## src/include/can_test_pkg.sv

```systemverilog
// Constants, field layout and state type of the CAN channel test-mode block.
// Assumes one 10 MHz system clock and a 32-bit word-per-register port.
package can_test_pkg;

	// ---------------------------------------------------------------
	// Timing
	// ---------------------------------------------------------------
	localparam int unsigned CLK_FREQ_HZ         = 10_000_000;
	localparam int unsigned MODE_SWITCH_TIME_NS = 400;
	localparam int unsigned MODE_SWITCH_CYCLES  =
		(MODE_SWITCH_TIME_NS * (CLK_FREQ_HZ / 1_000_000) + 999) / 1000;

	// ---------------------------------------------------------------
	// Register offsets and fields
	// ---------------------------------------------------------------
	localparam logic [7:0]  OFS_CTRL        = 8'h00;
	localparam logic [7:0]  OFS_STATUS      = 8'h04;
	localparam logic [7:0]  OFS_ERR_FLAG    = 8'h08;
	localparam logic [7:0]  OFS_FD_CRC      = 8'h0C;
	localparam int unsigned CTRL_MODE_LSB   = 0;
	localparam int unsigned CTRL_SLEEP_BIT  = 2;
	localparam int unsigned CTRL_TMS_LSB    = 16;
	localparam int unsigned CTRL_CTE_BIT    = 18;
	localparam int unsigned CTRL_INTER_BIT  = 19;
	localparam int unsigned CTRL_MIRROR_BIT = 20;
	localparam int unsigned STS_MODE_LSB    = 0;
	localparam int unsigned STS_SLEEP_BIT   = 2;
	localparam int unsigned CRC_CLASSIC_W   = 15;
	localparam int unsigned CRC_FD_W        = 21;

	// ---------------------------------------------------------------
	// Codes and reset values
	// ---------------------------------------------------------------
	localparam logic [1:0]  MODE_COMM       = 2'h0;
	localparam logic [1:0]  MODE_RESET      = 2'h1;
	localparam logic [1:0]  MODE_HALT       = 2'h2;
	localparam logic [1:0]  TMS_STANDARD    = 2'h0;
	localparam logic [1:0]  TMS_LISTEN      = 2'h1;
	localparam logic [1:0]  TMS_SELF0       = 2'h2;
	localparam logic [1:0]  TMS_SELF1       = 2'h3;
	localparam logic [1:0]  MODE_RESET_VAL  = MODE_RESET;
	localparam logic [1:0]  TMS_RESET_VAL   = TMS_STANDARD;
	localparam logic        RECESSIVE       = 1'b1;
	localparam logic        DOMINANT        = 1'b0;

	typedef enum logic [1:0] {ST_RESET, ST_HALT, ST_COMM, ST_SLEEP} chan_state_type;

endpackage : can_test_pkg

```

## src/include/test_ctrl_if.sv

```systemverilog
// Test settings shared by the channel controller and its helpers.
// Assumes all parties run on sys_clk.
`timescale 1ns/100ps
`default_nettype none
interface test_ctrl_if;
	logic comm_test_enable;
	logic self_test;
	logic mirror_enable;
	modport source (output comm_test_enable, output self_test, output mirror_enable);
	modport sink   (input comm_test_enable, input self_test, input mirror_enable);
endinterface : test_ctrl_if
`default_nettype wire

```

## src/logic/crc_capture.sv

```systemverilog
// Holds the CRC of the latest frame, classical and FD apart.
// Assumes crc_done is a one-cycle pulse from the protocol core.
`timescale 1ns/100ps
`default_nettype none
module crc_capture (
	input  wire logic                                  sys_clk,
	input  wire logic                                  rst,
	test_ctrl_if.sink                                  ctrl,
	input  wire logic                                  crc_done,
	input  wire logic                                  crc_is_fd,
	input  wire logic [can_test_pkg::CRC_FD_W-1:0]     crc_value,
	output logic      [can_test_pkg::CRC_CLASSIC_W-1:0] classic_crc,
	output logic      [can_test_pkg::CRC_FD_W-1:0]     fd_crc
);
	// Cleared while testing is off so stale values never leak
	always_ff @(posedge sys_clk) begin
		if (rst || !ctrl.comm_test_enable) begin
			classic_crc <= '0;
			fd_crc      <= '0;
		end else if (crc_done) begin
			if (crc_is_fd) begin
				fd_crc <= crc_value;
			end else begin
				classic_crc <= crc_value[can_test_pkg::CRC_CLASSIC_W-1:0];
			end
		end
	end
endmodule : crc_capture
`default_nettype wire

```

## src/logic/rule_gate.sv

```systemverilog
// Decides whether a filtered frame is stored, by source and loopback selector.
// Assumes rule_hit and rule_loopback_select belong to the frame flagged valid.
`timescale 1ns/100ps
`default_nettype none
module rule_gate (
	input  wire logic sys_clk,
	input  wire logic rst,
	test_ctrl_if.sink ctrl,
	input  wire logic frame_valid,
	input  wire logic frame_own,
	input  wire logic rule_hit,
	input  wire logic rule_loopback_select,
	output logic      frame_store
);
	logic next_store;

	always_comb begin
		next_store = 1'b0;
		if (frame_valid && rule_hit) begin
			if (ctrl.self_test) begin
				// Self test overrides mirroring
				next_store = frame_own || !rule_loopback_select;
			end else if (frame_own) begin
				next_store = ctrl.mirror_enable;
			end else begin
				next_store = !rule_loopback_select;
			end
		end
	end

	always_ff @(posedge sys_clk) begin
		if (rst) begin
			frame_store <= 1'b0;
		end else begin
			frame_store <= next_store;
		end
	end
endmodule : rule_gate
`default_nettype wire

```

## src/logic/can_test_mode_ctrl.sv

```systemverilog
// Test-mode front end of one CAN / CAN FD channel: mode control, CRC capture,
// listen-only, self-test loopback and inter-channel wiring between core and pins.
// Assumes a protocol core on sys_clk and a 2-cycle synchroniser on the rx pin.
//
// Implementation choices: the plain strobed port and the register addresses.
`timescale 1ns/100ps
`default_nettype none
module can_test_mode_ctrl #(
	parameter int unsigned SWITCH_CYCLES = can_test_pkg::MODE_SWITCH_CYCLES
) (
	input  wire logic                              sys_clk,
	input  wire logic                              rst,
	input  wire logic [7:0]                        reg_addr,
	input  wire logic [31:0]                       reg_wdata,
	input  wire logic                              reg_write,
	input  wire logic                              reg_read,
	output logic      [31:0]                       reg_rdata,
	input  wire logic                              core_tx,
	output logic                                   core_rx,
	input  wire logic                              core_ack_slot,
	input  wire logic                              core_own_tx,
	output logic                                   core_listen_only,
	input  wire logic                              crc_done,
	input  wire logic                              crc_is_fd,
	input  wire logic [can_test_pkg::CRC_FD_W-1:0] crc_value,
	input  wire logic                              frame_valid,
	input  wire logic                              frame_own,
	input  wire logic                              rule_hit,
	input  wire logic                              rule_loopback_select,
	output logic                                   frame_store,
	input  wire logic                              partner_tx,
	input  wire logic                              bus_rx_pin,
	output logic                                   bus_tx_pin
);

	// ---------------------------------------------------------------
	// Declarations
	// ---------------------------------------------------------------
	logic [1:0]                           channel_mode_select;
	logic                                 channel_sleep_request;
	logic [1:0]                           test_mode_select;
	logic                                 comm_test_enable;
	logic                                 inter_channel_enable;
	logic                                 mirror_enable;
	can_test_pkg::chan_state_type         state;
	can_test_pkg::chan_state_type         next_state;
	logic [15:0]                          switch_count;
	logic                                 ctrl_wr;
	logic                                 comm_active;
	logic                                 test_live;
	logic                                 listen_only;
	logic                                 self0;
	logic                                 self1;
	logic                                 self_any;
	logic                                 inter_live;
	logic                                 own_ack;
	logic                                 rx_meta;
	logic                                 rx_sync;
	logic [can_test_pkg::CRC_CLASSIC_W-1:0] classic_crc;
	logic [can_test_pkg::CRC_FD_W-1:0]    fd_crc;
	logic [31:0]                          ctrl_image;

	localparam logic [15:0] SWITCH_LAST = 16'(SWITCH_CYCLES - 1);

	// Status code reported for each channel state
	function automatic logic [31:0] status_image(input can_test_pkg::chan_state_type st);
		logic [31:0] img;
		img = 32'h0000_0000;
		case (st)
			can_test_pkg::ST_COMM: begin
				img[can_test_pkg::STS_MODE_LSB +: 2] = can_test_pkg::MODE_COMM;
			end
			can_test_pkg::ST_HALT: begin
				img[can_test_pkg::STS_MODE_LSB +: 2] = can_test_pkg::MODE_HALT;
			end
			can_test_pkg::ST_SLEEP: begin
				img[can_test_pkg::STS_MODE_LSB +: 2] = can_test_pkg::MODE_HALT;
				img[can_test_pkg::STS_SLEEP_BIT]     = 1'b1;
			end
			default: begin
				img[can_test_pkg::STS_MODE_LSB +: 2] = can_test_pkg::MODE_RESET;
			end
		endcase
		return img;
	endfunction : status_image

	// ---------------------------------------------------------------
	// Control register
	// ---------------------------------------------------------------
	assign ctrl_wr = reg_write && (reg_addr == can_test_pkg::OFS_CTRL);

	always_ff @(posedge sys_clk) begin
		if (rst) begin
			channel_mode_select   <= can_test_pkg::MODE_RESET_VAL;
			channel_sleep_request <= 1'b0;
		end else if (ctrl_wr) begin
			channel_mode_select   <= reg_wdata[can_test_pkg::CTRL_MODE_LSB +: 2];
			channel_sleep_request <= reg_wdata[can_test_pkg::CTRL_SLEEP_BIT];
		end
	end

	// Writes outside halt are dropped so a live frame never sees a mode flip
	always_ff @(posedge sys_clk) begin
		if (rst) begin
			test_mode_select     <= can_test_pkg::TMS_RESET_VAL;
			comm_test_enable     <= 1'b0;
			inter_channel_enable <= 1'b0;
			mirror_enable        <= 1'b0;
		end else if (ctrl_wr && (state == can_test_pkg::ST_HALT)) begin
			test_mode_select     <= reg_wdata[can_test_pkg::CTRL_TMS_LSB +: 2];
			comm_test_enable     <= reg_wdata[can_test_pkg::CTRL_CTE_BIT];
			inter_channel_enable <= reg_wdata[can_test_pkg::CTRL_INTER_BIT];
			mirror_enable        <= reg_wdata[can_test_pkg::CTRL_MIRROR_BIT];
		end
	end

	always_comb begin
		ctrl_image = 32'h0000_0000;
		ctrl_image[can_test_pkg::CTRL_MODE_LSB +: 2] = channel_mode_select;
		ctrl_image[can_test_pkg::CTRL_SLEEP_BIT]     = channel_sleep_request;
		ctrl_image[can_test_pkg::CTRL_TMS_LSB +: 2]  = test_mode_select;
		ctrl_image[can_test_pkg::CTRL_CTE_BIT]       = comm_test_enable;
		ctrl_image[can_test_pkg::CTRL_INTER_BIT]     = inter_channel_enable;
		ctrl_image[can_test_pkg::CTRL_MIRROR_BIT]    = mirror_enable;
	end

	// ---------------------------------------------------------------
	// Channel mode tracking
	// ---------------------------------------------------------------
	always_comb begin
		if (channel_sleep_request) begin
			next_state = can_test_pkg::ST_SLEEP;
		end else begin
			case (channel_mode_select)
				can_test_pkg::MODE_COMM:  next_state = can_test_pkg::ST_COMM;
				can_test_pkg::MODE_RESET: next_state = can_test_pkg::ST_RESET;
				can_test_pkg::MODE_HALT:  next_state = can_test_pkg::ST_HALT;
				default:                  next_state = state;
			endcase
		end
	end

	// Status lags the request; software must poll before writing again
	always_ff @(posedge sys_clk) begin
		if (rst) begin
			state        <= can_test_pkg::ST_RESET;
			switch_count <= 16'h0000;
		end else if (state != next_state) begin
			if (switch_count >= SWITCH_LAST) begin
				state        <= next_state;
				switch_count <= 16'h0000;
			end else begin
				switch_count <= switch_count + 16'h0001;
			end
		end else begin
			switch_count <= 16'h0000;
		end
	end

	// ---------------------------------------------------------------
	// Test mode decode
	// ---------------------------------------------------------------
	assign comm_active = (state == can_test_pkg::ST_COMM);
	assign test_live   = comm_test_enable && comm_active;
	assign listen_only = test_live && (test_mode_select == can_test_pkg::TMS_LISTEN);
	assign self0       = test_live && (test_mode_select == can_test_pkg::TMS_SELF0);
	assign self1       = test_live && (test_mode_select == can_test_pkg::TMS_SELF1);
	assign self_any    = self0 || self1;
	// Internal loopback wins over the inter-channel wiring
	assign inter_live  = inter_channel_enable && comm_active && !self1;
	assign own_ack     = self_any && core_ack_slot && core_own_tx;
	// Standard test mode (code 00) adds no loopback; only CRC capture, frame mirroring and the inter-channel wiring act on it

	// ---------------------------------------------------------------
	// Pin synchroniser and routing
	// ---------------------------------------------------------------
	always_ff @(posedge sys_clk) begin
		if (rst) begin
			rx_meta <= can_test_pkg::RECESSIVE;
			rx_sync <= can_test_pkg::RECESSIVE;
		end else begin
			rx_meta <= bus_rx_pin;
			rx_sync <= rx_meta;
		end
	end

	always_ff @(posedge sys_clk) begin
		if (rst) begin
			bus_tx_pin <= can_test_pkg::RECESSIVE;
		end else if (!comm_active || listen_only || self1 || inter_live) begin
			bus_tx_pin <= can_test_pkg::RECESSIVE;
		end else begin
			bus_tx_pin <= core_tx;
		end
	end

	// Own ack forced dominant so self-test frames complete without a partner
	always_ff @(posedge sys_clk) begin
		if (rst) begin
			core_rx <= can_test_pkg::RECESSIVE;
		end else if (own_ack) begin
			core_rx <= can_test_pkg::DOMINANT;
		end else if (self1) begin
			core_rx <= core_tx;
		end else if (inter_live) begin
			core_rx <= core_tx & partner_tx;
		end else if (!comm_active) begin
			core_rx <= can_test_pkg::RECESSIVE;
		end else begin
			core_rx <= rx_sync;
		end
	end

	// Tells the core to keep ack, overload and error flags to itself
	always_ff @(posedge sys_clk) begin
		if (rst) begin
			core_listen_only <= 1'b0;
		end else begin
			core_listen_only <= listen_only;
		end
	end

	// ---------------------------------------------------------------
	// Helpers
	// ---------------------------------------------------------------
	test_ctrl_if ctrl_bus ();
	assign ctrl_bus.comm_test_enable = comm_test_enable;
	assign ctrl_bus.self_test        = self_any;
	assign ctrl_bus.mirror_enable    = mirror_enable;

	crc_capture u_crc (
		.sys_clk     (sys_clk),
		.rst         (rst),
		.ctrl        (ctrl_bus.sink),
		.crc_done    (crc_done),
		.crc_is_fd   (crc_is_fd),
		.crc_value   (crc_value),
		.classic_crc (classic_crc),
		.fd_crc      (fd_crc)
	);

	rule_gate u_gate (
		.sys_clk              (sys_clk),
		.rst                  (rst),
		.ctrl                 (ctrl_bus.sink),
		.frame_valid          (frame_valid),
		.frame_own            (frame_own),
		.rule_hit             (rule_hit),
		.rule_loopback_select (rule_loopback_select),
		.frame_store          (frame_store)
	);

	// ---------------------------------------------------------------
	// Register read port
	// ---------------------------------------------------------------
	// Mask here as well: capture regs clear one cycle after the enable drops
	always_ff @(posedge sys_clk) begin
		if (rst || !reg_read) begin
			reg_rdata <= 32'h0000_0000;
		end else begin
			case (reg_addr)
				can_test_pkg::OFS_CTRL: begin
					reg_rdata <= ctrl_image;
				end
				can_test_pkg::OFS_STATUS: begin
					reg_rdata <= status_image(state);
				end
				can_test_pkg::OFS_ERR_FLAG: begin
					reg_rdata <= comm_test_enable ? {17'h00000, classic_crc} : 32'h0000_0000;
				end
				can_test_pkg::OFS_FD_CRC: begin
					reg_rdata <= comm_test_enable ? {11'h000, fd_crc} : 32'h0000_0000;
				end
				default: begin
					reg_rdata <= 32'h0000_0000;
				end
			endcase
		end
	end
endmodule : can_test_mode_ctrl
`default_nettype wire

```

## config.mk

```make
export PLATFORM = sky130hd
export DESIGN_NAME = can_test_mode_ctrl
export DESIGN_NICKNAME = d
export VERILOG_FILES = /design/src/include/can_test_pkg.sv /design/src/include/test_ctrl_if.sv /design/src/logic/crc_capture.sv /design/src/logic/rule_gate.sv /design/src/logic/can_test_mode_ctrl.sv
export SDC_FILE = /design/constraint.sdc
export NUM_CORES = 1
export LEC_CHECK = 0
export BUFFER_PORTS_ARGS = -buffer_cell sky130_fd_sc_hd__buf_2
export CAP_MARGIN = 30
export CELL_PAD_IN_SITES_DETAIL_PLACEMENT = 1
export CELL_PAD_IN_SITES_GLOBAL_PLACEMENT = 2
export CORE_AREA = 2 2 108 110
export CTS_BUF_LIST = sky130_fd_sc_hd__clkbuf_4 sky130_fd_sc_hd__clkbuf_8
export CTS_CLUSTER_DIAMETER = 50
export DETAILED_ROUTE_END_ITERATION = 12
export DIE_AREA = 0 0 110 112
export HOLD_SLACK_MARGIN = 0.03
export PLACE_DENSITY_LB_ADDON = 0.1
export SYNTH_ARGS = -nofsm -noshare
export SYNTH_HDL_FRONTEND = slang
export SYNTH_HIERARCHICAL = 1
export SYNTH_SLANG_ARGS = --single-unit
```

## constraint.sdc

```tcl
create_clock -name sys_clk -period 1.65 [get_ports sys_clk]
set_input_delay 0.0825 -clock sys_clk [delete_from_list [all_inputs] [get_ports sys_clk]]
set_output_delay 0.0825 -clock sys_clk [all_outputs]
set_load 0.02 [all_outputs]
```

* After elaboration in Yosys (flattened, before gate mapping) *
Index checks and enable logic that the tools add are counted.

storage, ports and cells
  word-level logic and storage cells = 80
  output and inout bits = 36
  input port bits = 76
  register bits after elaboration = 100

cells by class
  $add $sub $neg = 1
  order comparisons = 1
  bitwise gates (word level) = 4
  reduce and logical (&&, ||, !) cells = 32
  equal/unequal tests = 12
  muxes and demuxes = 13

operators by type and width
  kind                                                                    number
  21-bit case mux with 4 select lines                                     1
  21-bit two-way mux                                                      1
  16-bit by 1-bit adder with 16-bit output, second input constant         1
  8-bit by 4-bit == test with 1-bit output, second input constant         2
  16-bit by 2-bit >= comparator with 1-bit output, second input constant  1
  15-bit two-way mux                                                      1
  1-bit logical AND                                                       11
  2-bit == test, second input constant                                    5
  8-bit by 3-bit == test with 1-bit output, second input constant         1
  8-bit zero test                                                         1
  1-bit logical OR                                                        7
  1-bit two-way mux                                                       7
  2-bit by 1-bit == test with 1-bit output, second input constant         3
  2-bit case mux with 3 select lines                                      1
  2-bit AND reduction                                                     3
  2-bit OR reduction                                                      3
  1-bit zero test                                                         5
  2-bit case mux with 2 select lines                                      1
  1-bit inverter                                                          3
  3-bit OR reduction                                                      1
  2-bit zero test                                                         1
  2-bit two-way mux                                                       1
  2-bit inequality test                                                   1
  1-bit AND                                                               1

* Logic depth before layout (Yosys ltp) *
Gate-level depths: netlist (run 1).

  word-level depth = 8
  mapped depth = 6
  gate-level depth less buffers = 5

* By module *
Netlist (run 1), hierarchy kept.

by module, submodules not included
  module              cells each  seq. area each (sq um)  area an instance (sq um)  instances
  can_test_mode_ctrl  202         1041.0                  1963.1                    1
  crc_capture         159         720.7                   1255.0                    1
  rule_gate           5           20.0                    55.1                      1

* Worst setup path before layout (run 1) *
OpenSTA, ideal clock, no wires.

  kind = reg2reg
  start point = reg switch_count[0]
  end point = reg switch_count[1]
  buffers on the path = 0
  data arrival time = 1.343 ns
  slack = 0.227 ns
  clock period less this slack = 1.423 ns
  cell stages (with the launch flop) = 6
  required time = 1.570 ns
  library setup time = 0.080 ns
  cells stage by stage = dfxtp_1 ha_1 nor4_1 nand4_1 or3_1 nor3b_1

on the way
  cells in the longest elaborated chain, start to end = 2
  elaborated cells on any way between the ends = 3
  classes of those cells = add/sub: 1; order compare: 1; reduce/logical: 1

ends and longest elaborated chain
  element                                          RTL line                   source
  start, declared                                  can_test_mode_ctrl.sv:47   logic [15:0] switch_count;
  start signal, assigned                           can_test_mode_ctrl.sv:153  switch_count <= switch_count + 16'h0001;
  16-bit by 2-bit >= comparator with 1-bit output  can_test_mode_ctrl.sv:149  if (switch_count >= SWITCH_LAST) begin
  3-bit OR reduction (no line)                     --

Several ways; a longest one is shown, not always the timed one.
A chain may end at the register's enable or synchronous reset.

* Final worst setup path (run 1) *
  start point = reg switch_count[0]
  end point = reg switch_count[0]

Same word-level chain as after synthesis.

==> summary.md, run 1 <==
| Metric | Value |
|---|---|
| Core Footprint | `roughly 11000 um2` |
| Synthesized area | `roughly 3300 um2` |
| Antenna violations before repair | `0` |
| Final min period | `between 1000 and 1500 ps` |
| Drt initial violations | `90` |
| Nets | `roughly 570` |
| WP buf/inv | `0` |
| Starting Density | `0.293` |
| Clock network fraction of total power | `0.408` |
| Synth area leader | `dfxtp_1` |
| Setup Viol. Count Final | `0` |
| Post-DR vias/cell | `approximately 4.5` |
| Unrepaired setup endpoints after global routing | `false` |
| Clk pin slew, worst setup/hold paths | `about 80 ps` |
| Critical Path AT | `around 1800 ps` |
| Slew Limit Fails | `0` |
| F_max | `0.680 GHz` |
| Die ar. | `between 10000 and 15000 um2` |
| Total CTS buffers | `9` |
| Layout cell share with drive strength beyond 1 | `0.238` |
| Design internal power | `about 0.0032 W` |
| CTS Buffer Depth | `2` |
| Number of global-route vias before repair | `between 2000 and 3000` |
| I/O pins | `roughly 110` |
| Slowest CP cell | `or3_1` |
| Commonest cells after routing, fill and taps aside | `89 x dfxtp_1, 84 x nand2_1, 76 x buf_2` |
| Startpoint Class | `flop` |
| GR Overflow Total | `0` |
| Site row count | `39` |
| Hold Path Class | `in2reg` |
| Register area share after synthesis | `0.544` |
| Largest stage delay, worst path | `about 400 ps` |
| Final Core Density | `0.395` |
| Top post-synthesis cells by area | `dfxtp_1 54%, nand2_1 9.6%, a21oi_1 7.0%` |
| CP Capture Type | `flop` |
| Drt wl/cell | `~14 um` |
| Die height | `roughly 110 um` |
| I/O Buffers | `76` |
| Switching part of the total power | `0.221` |
| Clk_skew | `about 11 ps` |
| Root Buffer | `clkbuf_8` |
| Synth Warn # | `6` |
| Sw power | `0.000911 W` |
| Worst setup path category | `reg2reg` |
| GPL Wtd Cong | `0.708` |
| Fin. Hold Viols | `0` |
| Largest net degree at the start of global routing | `37` |
| Outcome | `finished, final reports clean` |
| Clk Latency, worst-skew pair | `between 300 and 400 ps` |
| Worst path cell trace | `ha_1 -> nor4_1 -> nand4_1 -> or3_1 -> nor3_1` |
| Delay-heaviest family, CP | `simple AND/OR/NAND/NOR gates` |
| Vias | `2878` |
| Drt drc | `0` |
| Post-synthesis cell type count | `46` |
| Post-DRT Antenna Nets | `0` |
| Clock H-tree levels | `3` |
| CTS tree | `built` |
| Wire length of the first global-routing pass | `around 14000 um` |
| Post-route clock period utilization | `0.892` |
| Avg Cell Area, Syn | `about 8.9 um2` |
| Pre-antenna DRT Iters | `4` |
| Number of register bits inferred by synthesis | `a little under 90` |
| Hpwl dp | `5840 um` |
| Die W | `about 110 um` |
| Diodes inserted | `0` |
| LEAKAGE | `roughly 1.8 nW` |
| Layout area overhead | `34.9%` |
| R2R Setup Slk | `roughly 180 ps` |
| P per Cell Area | `932 nW/um2` |
| Gr usage total | `0.150` |
| Max-cap violation count | `0` |
| Post-synth top area share | `0.544` |
| Sequential power share | `0.528` |
| Final cell count without fillers | `643` |
| Critical Path Fanout Max | `2` |
| Post-CTS Setup Inserts | `0` |
| Clock Sink Count | `between 80 and 90` |
| DP Cell Count | `593` |
| Comb pwr share | `0.064` |
| CP required | `1920 ps` |
| Synth Instances | `about 370` |
| Most common cell after layout, fill and taps aside | `dfxtp_1` |
| Maximum VDD drop | `roughly 500 uV` |
| Final TNS setup | `0 ps` |
| WL final | `between 8000 and 9000 um` |
==> tightest hold or removal path, stage by stage <==
cell and delay (ps):
buf_2 120, nand3_1 90, a21oi_1 60
==> path summary, 6_finish.rpt <==
kind	endpoint	from	cells past startpoint
setup / recovery	switch_count[0]	switch_count[0]	5
hold / removal	channel_sleep_request	reg_write	3
setup reg to reg	switch_count[0]	switch_count[0]	5
hold reg to reg	rx_sync	rx_meta	1
==> kinds of logic (layout without fill, tap and decap cells) <==
| kind of cell | after synthesis | count (layout) | share of synthesized area |
|---|---|---|---|
| flip-flops | 89 | 89 | 0.544 |
| other | 1 | 25 | 0.00115 |
| AO/OA/AOI/OAI | 75 | 75 | 0.137 |
| AND/OR/NAND/NOR | 163 | 163 | 0.239 |
| multiplexers | 5 | 5 | 0.0153 |
| buffers and inverters | 32 | 142 | 0.0592 |
| adder cells (fa/ha/maj) | 1 | 1 | 0.00382 |
==> Yosys cell counts (all sizes together) <==
cell type	number
dfxtp	89
nand2	84
a21oi	46
nor2	30
buf	23
a22oi	14
nand3	12
nor4	7
clkbuf	6
mux2i	5
o21ai	5
a32oi	4
nand2b	4
nor2b	4
inv	3
nand4	3
nor3	3
nor3b	3
or2	3
and3	2
and4	2
a211o	1
a21bo	1
a21o	1
a221o	1
a221oi	1
and2	1
and2b	1
and3b	1
conb	1
ha	1
o31ai	1
or3	1
or3b	1
or4	1
==> state kept, by name, indices dropped and copies added (netlist names) <==
name,count
reg_rdata,21
u_crc/fd_crc,21
switch_count,16
u_crc/classic_crc,15
channel_mode_select,2
state,2
test_mode_select,2
bus_tx_pin,1
channel_sleep_request,1
comm_test_enable,1
core_listen_only,1
core_rx,1
ctrl_bus.mirror_enable,1
inter_channel_enable,1
rx_meta,1
rx_sync,1
u_gate/frame_store,1
==> cell type report <==
type	instances	area, um2
fill	1358	6760
sequential	89	1780
multi-input combinational	269	1390
timing repair buffer	123	831
tap	143	179
clock buffer	11	145
clock inverter	5	78.8
inverter	3	11.3
==> metal layers <==
| metal | global-route usage | wire [um] | vias to the layer above |
|---|---|---|---|
| li1 | - | - | 1466 |
| met5 | 0 | 0 | - |
| met3 | 0.0275 | 300 | 11 |
| met4 | 0.0624 | 125 | 0 |
| met2 | 0.248 | 4250 | 50 |
| met1 | 0.190 | 4060 | 1351 |
==> metrics by stage <==
stage	worst slack, ps	total power [W]	hold slack [ps]	area [um2]
floorplan	227	0.00234	153	3360
global placement	103	0.00242	268	3850
detailed placement	74.7	0.00242	272	3850
CTS	157	0.00419	33.9	4410
global route	14.5	0.00431	54.8	4410
finish	179	0.00411	52.4	4410
==> power groups by stage <==
| stage | registers [W] | clock network, W | logic (W) |
|---|---|---|---|
| 2_1_floorplan | 0.00222 | 0 | 0.000118 |
| 3_5_place_dp | 0.00222 | 0 | 0.000201 |
| 4_1_cts | 0.00217 | 0.00175 | 0.000264 |
| 5_1_grt | 0.00218 | 0.00184 | 0.000292 |
| 6_report | 0.00217 | 0.00168 | 0.000261 |
| 3_3_place_gp | 0.00222 | 0 | 0.000200 |
==> repair_timing <==
| item | CTS | global route |
|---|---|---|
| resized for setup | 0 | 0 |
| setup endpoints to repair | 0 | 0 |
| hold buffers | 34 | 0 |
| hold endpoints to repair | 47 | 0 |
Power figures use the tool's default switching activity.
==> inputs of run 2 (changes only) <==
--- a/config.mk
+++ b/config.mk
@@ -9,11 +9,11 @@
 export CAP_MARGIN = 30
 export CELL_PAD_IN_SITES_DETAIL_PLACEMENT = 1
 export CELL_PAD_IN_SITES_GLOBAL_PLACEMENT = 2
-export CORE_AREA = 2 2 108 110
+export CORE_AREA = 2 2 77 153
 export CTS_BUF_LIST = sky130_fd_sc_hd__clkbuf_4 sky130_fd_sc_hd__clkbuf_8
 export CTS_CLUSTER_DIAMETER = 50
 export DETAILED_ROUTE_END_ITERATION = 12
-export DIE_AREA = 0 0 110 112
+export DIE_AREA = 0 0 79 155
 export HOLD_SLACK_MARGIN = 0.03
 export PLACE_DENSITY_LB_ADDON = 0.1
 export SYNTH_ARGS = -nofsm -noshare
==> run 2 against run 1 <==
Against the previous run: sequential share of layout area down 0.31 points; via count up 2.6%; register-to-register slack worse by 20 ps; clock skew down 0.82 ps; global-route usage up 0.71 points; cell area up 0.77%; worst setup slack worse by 46 ps; non-clock buffer count up 2; sequential power about the same; critical endpoint is now channel_sleep_request; highest routed layer unchanged.
==> summary.md, run 2 (synthesis gave the netlist of run 1 again) <==
| Metric | Value |
|---|---|
| Starting Density | `0.294 (+0.000690)` |
| Post-route worst setup slack | `132 ps (-46.5 ps)` |
| Clk pin slew, worst setup/hold paths | `90 ps (about the same)` |
| Final Core Density | `0.399 (+0.00396)` |
| CP Capture Type | `flop` |
| Worst setup path category | `in2reg` |
| Die height | `155 um (+38%)` |
| Outcome | `finished, final reports clean` |
| Post-route clock period utilization | `0.920 (+0.0282)` |
| Pre-antenna DRT Iters | `4 (unchanged)` |
| P per Cell Area | `929 nW/um2 (-0.25%)` |
| Drt initial violations | `56 (-38%)` |
| Fin. Hold Viols | `0 (unchanged)` |
| Hpwl dp | `6200 um (+6.1%)` |
| Final TNS setup | `0 ps (unchanged)` |
| Largest regs | `reg_rdata: 21 flops, u_crc/fd_crc: 21 flops, switch_count: 16 flops` |
| Slew Limit Fails | `0 (unchanged)` |
| Startpoint Class | `primary input` |
| Commonest cells after routing, fill and taps aside | `89 x dfxtp_1, 84 x nand2_1, 76 x buf_2` |
| Core Footprint | `11100 um2 (-0.24%)` |
| Setup Viol. Count Final | `0 (unchanged)` |
| Site row count | `55 (+41%)` |
| GPL Wtd Cong | `0.731 (+3.3%)` |
| Total power | `0.00413 W (+0.51%)` |
| CTS Buffer Depth | `2 (unchanged)` |
| Vias | `2953 (+2.6%)` |
| Max-cap violation count | `0 (unchanged)` |
| Largest net degree at the start of global routing | `37 (unchanged)` |
| I/O pins | `112 (unchanged)` |
| Die W | `79 um (-28%)` |
| Die ar. | `12200 um2 (-0.61%)` |
| WL final | `9120 um (+4.4%)` |
| Critical Path AT | `1810 ps (+60 ps)` |
| Clock Sink Count | `89 (unchanged)` |
| GR Overflow Total | `0 (unchanged)` |
| Final min period | `1520 ps (+46.5 ps)` |
| LEAKAGE | `1.76 nW (about the same)` |
| Diodes inserted | `0 (unchanged)` |
| DP Cell Count | `591 (-0.34%)` |
| Drt wl/cell | `14.2 um (+4.8%)` |
| Root Buffer | `clkbuf_8` |
| Most common cell after layout, fill and taps aside | `dfxtp_1` |
| Clk Latency, worst-skew pair | `360 ps (about the same)` |
| Total CTS buffers | `9 (unchanged)` |
| Drt drc | `0 (unchanged)` |
| DP Worst Slack | `129 ps (+54.7 ps)` |
| Layout area overhead | `35.9%` |
| Number of global-route vias before repair | `3097 (+5.3%)` |
| Gr usage total | `0.157 (+0.00705)` |
| CP required | `1940 ps (+20 ps)` |
| Final cell count without fillers | `641 (-0.31%)` |
| CTS tree | `built` |
| F_max | `0.659 GHz (-3.1%)` |
| Post-DR vias/cell | `4.61 (+2.9%)` |
| I/O Buffers | `76 (unchanged)` |
| Clock H-tree levels | `3 (unchanged)` |
| Critical Path Fanout Max | `4 (+2)` |
| Hold Path Class | `in2reg` |
| Maximum VDD drop | `476 uV (-4.8%)` |
| Wire length of the first global-routing pass | `14900 um (+4.9%)` |
| Post-DRT Antenna Nets | `0 (unchanged)` |
| Layout cell share with drive strength beyond 1 | `0.232 (-0.00554)` |
| Nets | `574 (+0.35%)` |
| Antenna violations before repair | `0 (unchanged)` |
| Clk_skew | `9.83 ps (-0.816 ps)` |
## run 2: worst paths after layout
kind              cells past startpoint                     to  slack, ps       startpoint
setup / recovery                      6  channel_sleep_request        130      reg_addr[7]
hold / removal                        3                core_rx         60      core_own_tx
setup reg to reg                      5        switch_count[0]        160  switch_count[0]
hold reg to reg                       1                rx_sync        420          rx_meta
## run 2: per-layer routing
| metal | vias up | GRT usage | share of wire |
|---|---|---|---|
| met5 | - | 0 | 0 |
| met4 | 0 | 0.0739 | 0.021 |
| met3 | 11 | 0.0296 | 0.033 |
| met2 | 56 | 0.283 | 0.54 |
| met1 | 1420 | 0.173 | 0.41 |
| li1 | 1466 | - | - |
## run 2: area by class of cell
type / count / area [um2]
clock buffers: 9 / 124
clock inverters: 4 / 95.1
fillers: 1378 / 6700
inverters: 3 / 11.3
multi-input cells: 269 / 1390
flip-flops and latches: 89 / 1780
well taps: 142 / 178
repair buffers: 125 / 866
## run 2: power by group
group	total [W]	internal, W	switching [W]
clock network	0.00169	0.000979	0.000716
logic	0.000267	0.000127	0.000140
registers	0.00217	0.00217	0.00000536
total	0.00413	0.00327	0.000862
## run 2: per-stage QoR
stage	instance area (um2)	hold slack (ps)
after floorplan	3360	153
after global placement	3850	275
after detailed placement	3850	278
after CTS	4440	32.3
after global routing	4450	43.1
final	4450	56.6
## run 2: what timing repair did
item / CTS / global route
hold buffers: 37 / 0
endpoints found under the hold margin: 48 / 0
resized for setup: 0 / 1
setup endpoints to repair: 0 / 1
setup buffers: 0 / 0
## run 2: critical path: stages
cell and delay (ps):
buf_2 110, nor4_1 460, and3_1 330, nand3_1 100
dlygate4sd3_1 560, a21oi_1 160
==> inputs of run 3 (changes only) <==
--- a/config.mk
+++ b/config.mk
@@ -16,6 +16,7 @@
 export DIE_AREA = 0 0 79 155
 export HOLD_SLACK_MARGIN = 0.03
 export PLACE_DENSITY_LB_ADDON = 0.1
+export SLEW_MARGIN = 20
 export SYNTH_ARGS = -nofsm -noshare
 export SYNTH_HDL_FRONTEND = slang
 export SYNTH_HIERARCHICAL = 1
==> constraint.sdc (replaced) <==
create_clock -name sys_clk -period 1.5 [get_ports sys_clk]
set_input_delay 0.075 -clock sys_clk [delete_from_list [all_inputs] [get_ports sys_clk]]
set_output_delay 0.075 -clock sys_clk [all_outputs]
set_load 0.02 [all_outputs]
==> run 3 against run 2 <==
Against the previous run: wire length rose by 2.0%; non-clock buffer count increased by 7; sequential cell count unchanged; core utilization increased by 1.1 points; sequential power rose by 11%; clock skew is 1.4 ps lower; first-iteration DRC count is 41% higher; critical path depth fell by 1; critical endpoint is now switch_count[0].
==> summary.md, run 3 (synthesis gave the netlist of run 1 again) <==
| Metric | Value |
|---|---|
| Delay-heaviest family, CP | `simple AND/OR/NAND/NOR gates` |
| Hold Path Class | `in2reg` |
| Site row count | `55 (unchanged)` |
| Wire length of the first global-routing pass | `14600 um (-2.0%)` |
| Commonest cells after routing, fill and taps aside | `87 x dfxtp_1, 84 x nand2_1, 76 x buf_2` |
| Largest regs | `reg_rdata: 21 flops, u_crc/fd_crc: 21 flops, switch_count: 16 flops` |
| Final TNS setup | `0 ps (unchanged)` |
| GR Layer Usage met2 | `0.274 (-0.00888)` |
| Layout cell share with drive strength beyond 1 | `0.261 (+0.0288)` |
| Unrepaired setup endpoints after global routing | `true` |
| Critical Path AT | `1760 ps (-50 ps)` |
| Total CTS buffers | `9 (unchanged)` |
| Clk_skew | `8.43 ps (-1.40 ps)` |
| Fin. Hold Viols | `0 (unchanged)` |
| I/O pins | `112 (unchanged)` |
| Hpwl dp | `6310 um (+1.8%)` |
| Clock Sink Count | `89 (unchanged)` |
| Slew Limit Fails | `0 (unchanged)` |
| Pre-antenna DRT Iters | `4 (unchanged)` |
| WL final | `9300 um (+2.0%)` |
| CP Capture Type | `flop` |
| Drt initial violations | `79 (+41%)` |
| Critical Path Fanout Max | `2 (-2)` |
| Most common cell after layout, fill and taps aside | `dfxtp_1` |
| Final Core Density | `0.410 (+0.0110)` |
| CTS tree | `built` |
| Die ar. | `12200 um2 (unchanged)` |
| Vias | `3016 (+2.1%)` |
| Gr usage total | `0.155 (-0.00233)` |
| Die W | `79 um (unchanged)` |
| Final min period | `between 1000 and 1500 ps` |
| Clk Latency, worst-skew pair | `360 ps (about the same)` |
| Clk pin slew, worst setup/hold paths | `90 ps (about the same)` |
| Startpoint Class | `flop` |
| Largest stage delay, worst path | `410 ps (-150 ps)` |
| Max-cap violation count | `0 (unchanged)` |
| GRT Max-Usage Layer | `met2` |
| Largest net degree at the start of global routing | `37 (unchanged)` |
| WP buf/inv | `0 (-2)` |
| Worst setup path category | `reg2reg` |
| LEAKAGE | `1.79 nW (+1.9%)` |
| Clock H-tree levels | `3 (unchanged)` |
| I/O Buffers | `76 (unchanged)` |
| HP Start | `frame_own` |
| Number of global-route vias before repair | `2980 (-3.8%)` |
| Met3 Resource Use GR | `0.0354 (+0.00580)` |
| Root Buffer | `clkbuf_8` |
| Core Footprint | `11100 um2 (unchanged)` |
| Starting Density | `0.294 (unchanged)` |
| Slowest CP cell | `or3_4` |
| Layout fillers | `1361 (-1.2%)` |
| Nets | `581 (+1.2%)` |
| Drt drc | `0 (unchanged)` |
| Area occupied by multi-input gates | `1450 um2 (+4.3%)` |
| Met1 usage | `0.178 (+0.00492)` |
| F_max | `0.677 GHz` |
| CP required | `1780 ps (-160 ps)` |
| Post-DR vias/cell | `4.63 (+0.56%)` |
| GR Overflow Total | `0 (unchanged)` |
| Diodes inserted | `0 (unchanged)` |
| Register Area | `1780 um2 (+0.14%)` |
| Critical path launch point | `switch_count[0]` |
| Setup Viol. Count Final | `0 (unchanged)` |
| Antenna violations before repair | `0 (unchanged)` |
| GPL Wtd Cong | `0.767 (+4.9%)` |
| Layout area overhead | `39.6%` |
| Maximum VDD drop | `572 uV (+20%)` |
| WHS | `78.0 ps (+21.4 ps)` |
| Worst path cell trace | `ha_4 -> nor4_2 -> nand4_1 -> or3_4 -> nor3_2` |
| Die height | `155 um (unchanged)` |
| CTS Buffer Depth | `2 (unchanged)` |
| Outcome | `finished, final reports clean` |
| Drt wl/cell | `14.3 um (+0.41%)` |
| Post-route clock period utilization | `0.985` |
| Post-DRT Antenna Nets | `0 (unchanged)` |
| R2r startpoint | `switch_count[0]` |
| P per Cell Area | `989 nW/um2 (+6.4%)` |
## run 3: cell count changes in the layout (fill, tap and decap cells not counted), sizes merged
cell,before,now
bufinv,3,2
clkbuf,9,11
clkinvlp,0,2
buf,88,92
dlygate4sd3,37,40
## run 3: worst min-delay path, delay by kind of cell
kind          cells  cell delay, ps
buf+inv           1              90
simple gates      2             230
## run 3: what timing repair did
item / 4_1_cts / 5_1_grt
hold endpoints to repair: 48 / 0
pin swaps: 2 / 3
resized for setup: 7 / 6
hold buffers: 40 / 0
setup endpoints to repair: 2 / 8
buffers inserted: 2 / 2
gates cloned: 0 / 0
## run 3: power breakdown
part	internal, W	switching, W
Clock	0.000973	0.000849
Sequential	0.00238	0.0000109
Combinational	0.000147	0.000157
## run 3: layout make-up
class	instances	area share
sequential	89	0.390
multi-input combinational	269	0.318
timing repair buffer	132	0.203
tap	142	0.0389
clock buffer	11	0.0304
clock inverter	5	0.0175
inverter	3	0.00246
## run 3: routing by layer
metal | up-vias | part of all wire | routed length [um]
met3 | 9 | 0.037 | 342
met1 | 1459 | 0.42 | 3880
met5 | - | 0 | 0
met2 | 59 | 0.53 | 4940
li1 | 1489 | - | -
met4 | 0 | 0.015 | 144
## run 3: through the flow
| stage | std cells | setup WS (ps) | instance area, um2 | total power [W] |
|---|---|---|---|---|
| 2_1_floorplan | 390 | 77.2 | 3360 | 0.00257 |
| 3_3_place_gp | 591 | -26.4 | 3850 | 0.00266 |
| 3_5_place_dp | 591 | -60.2 | 3850 | 0.00267 |
| 4_1_cts | 649 | 29.8 | 4520 | 0.00458 |
| 5_1_grt | 651 | -46.2 | 4570 | 0.00472 |
| 6_report | 651 | 23.0 | 4570 | 0.00452 |
## run 3: worst paths after layout
path / to / slack [ps] / cells after the start
max: switch_count[0] / 20 / 5
min: u_gate/frame_store / 80 / 3
max reg2reg: switch_count[0] / 20 / 5
min reg2reg: rx_sync / 420 / 1
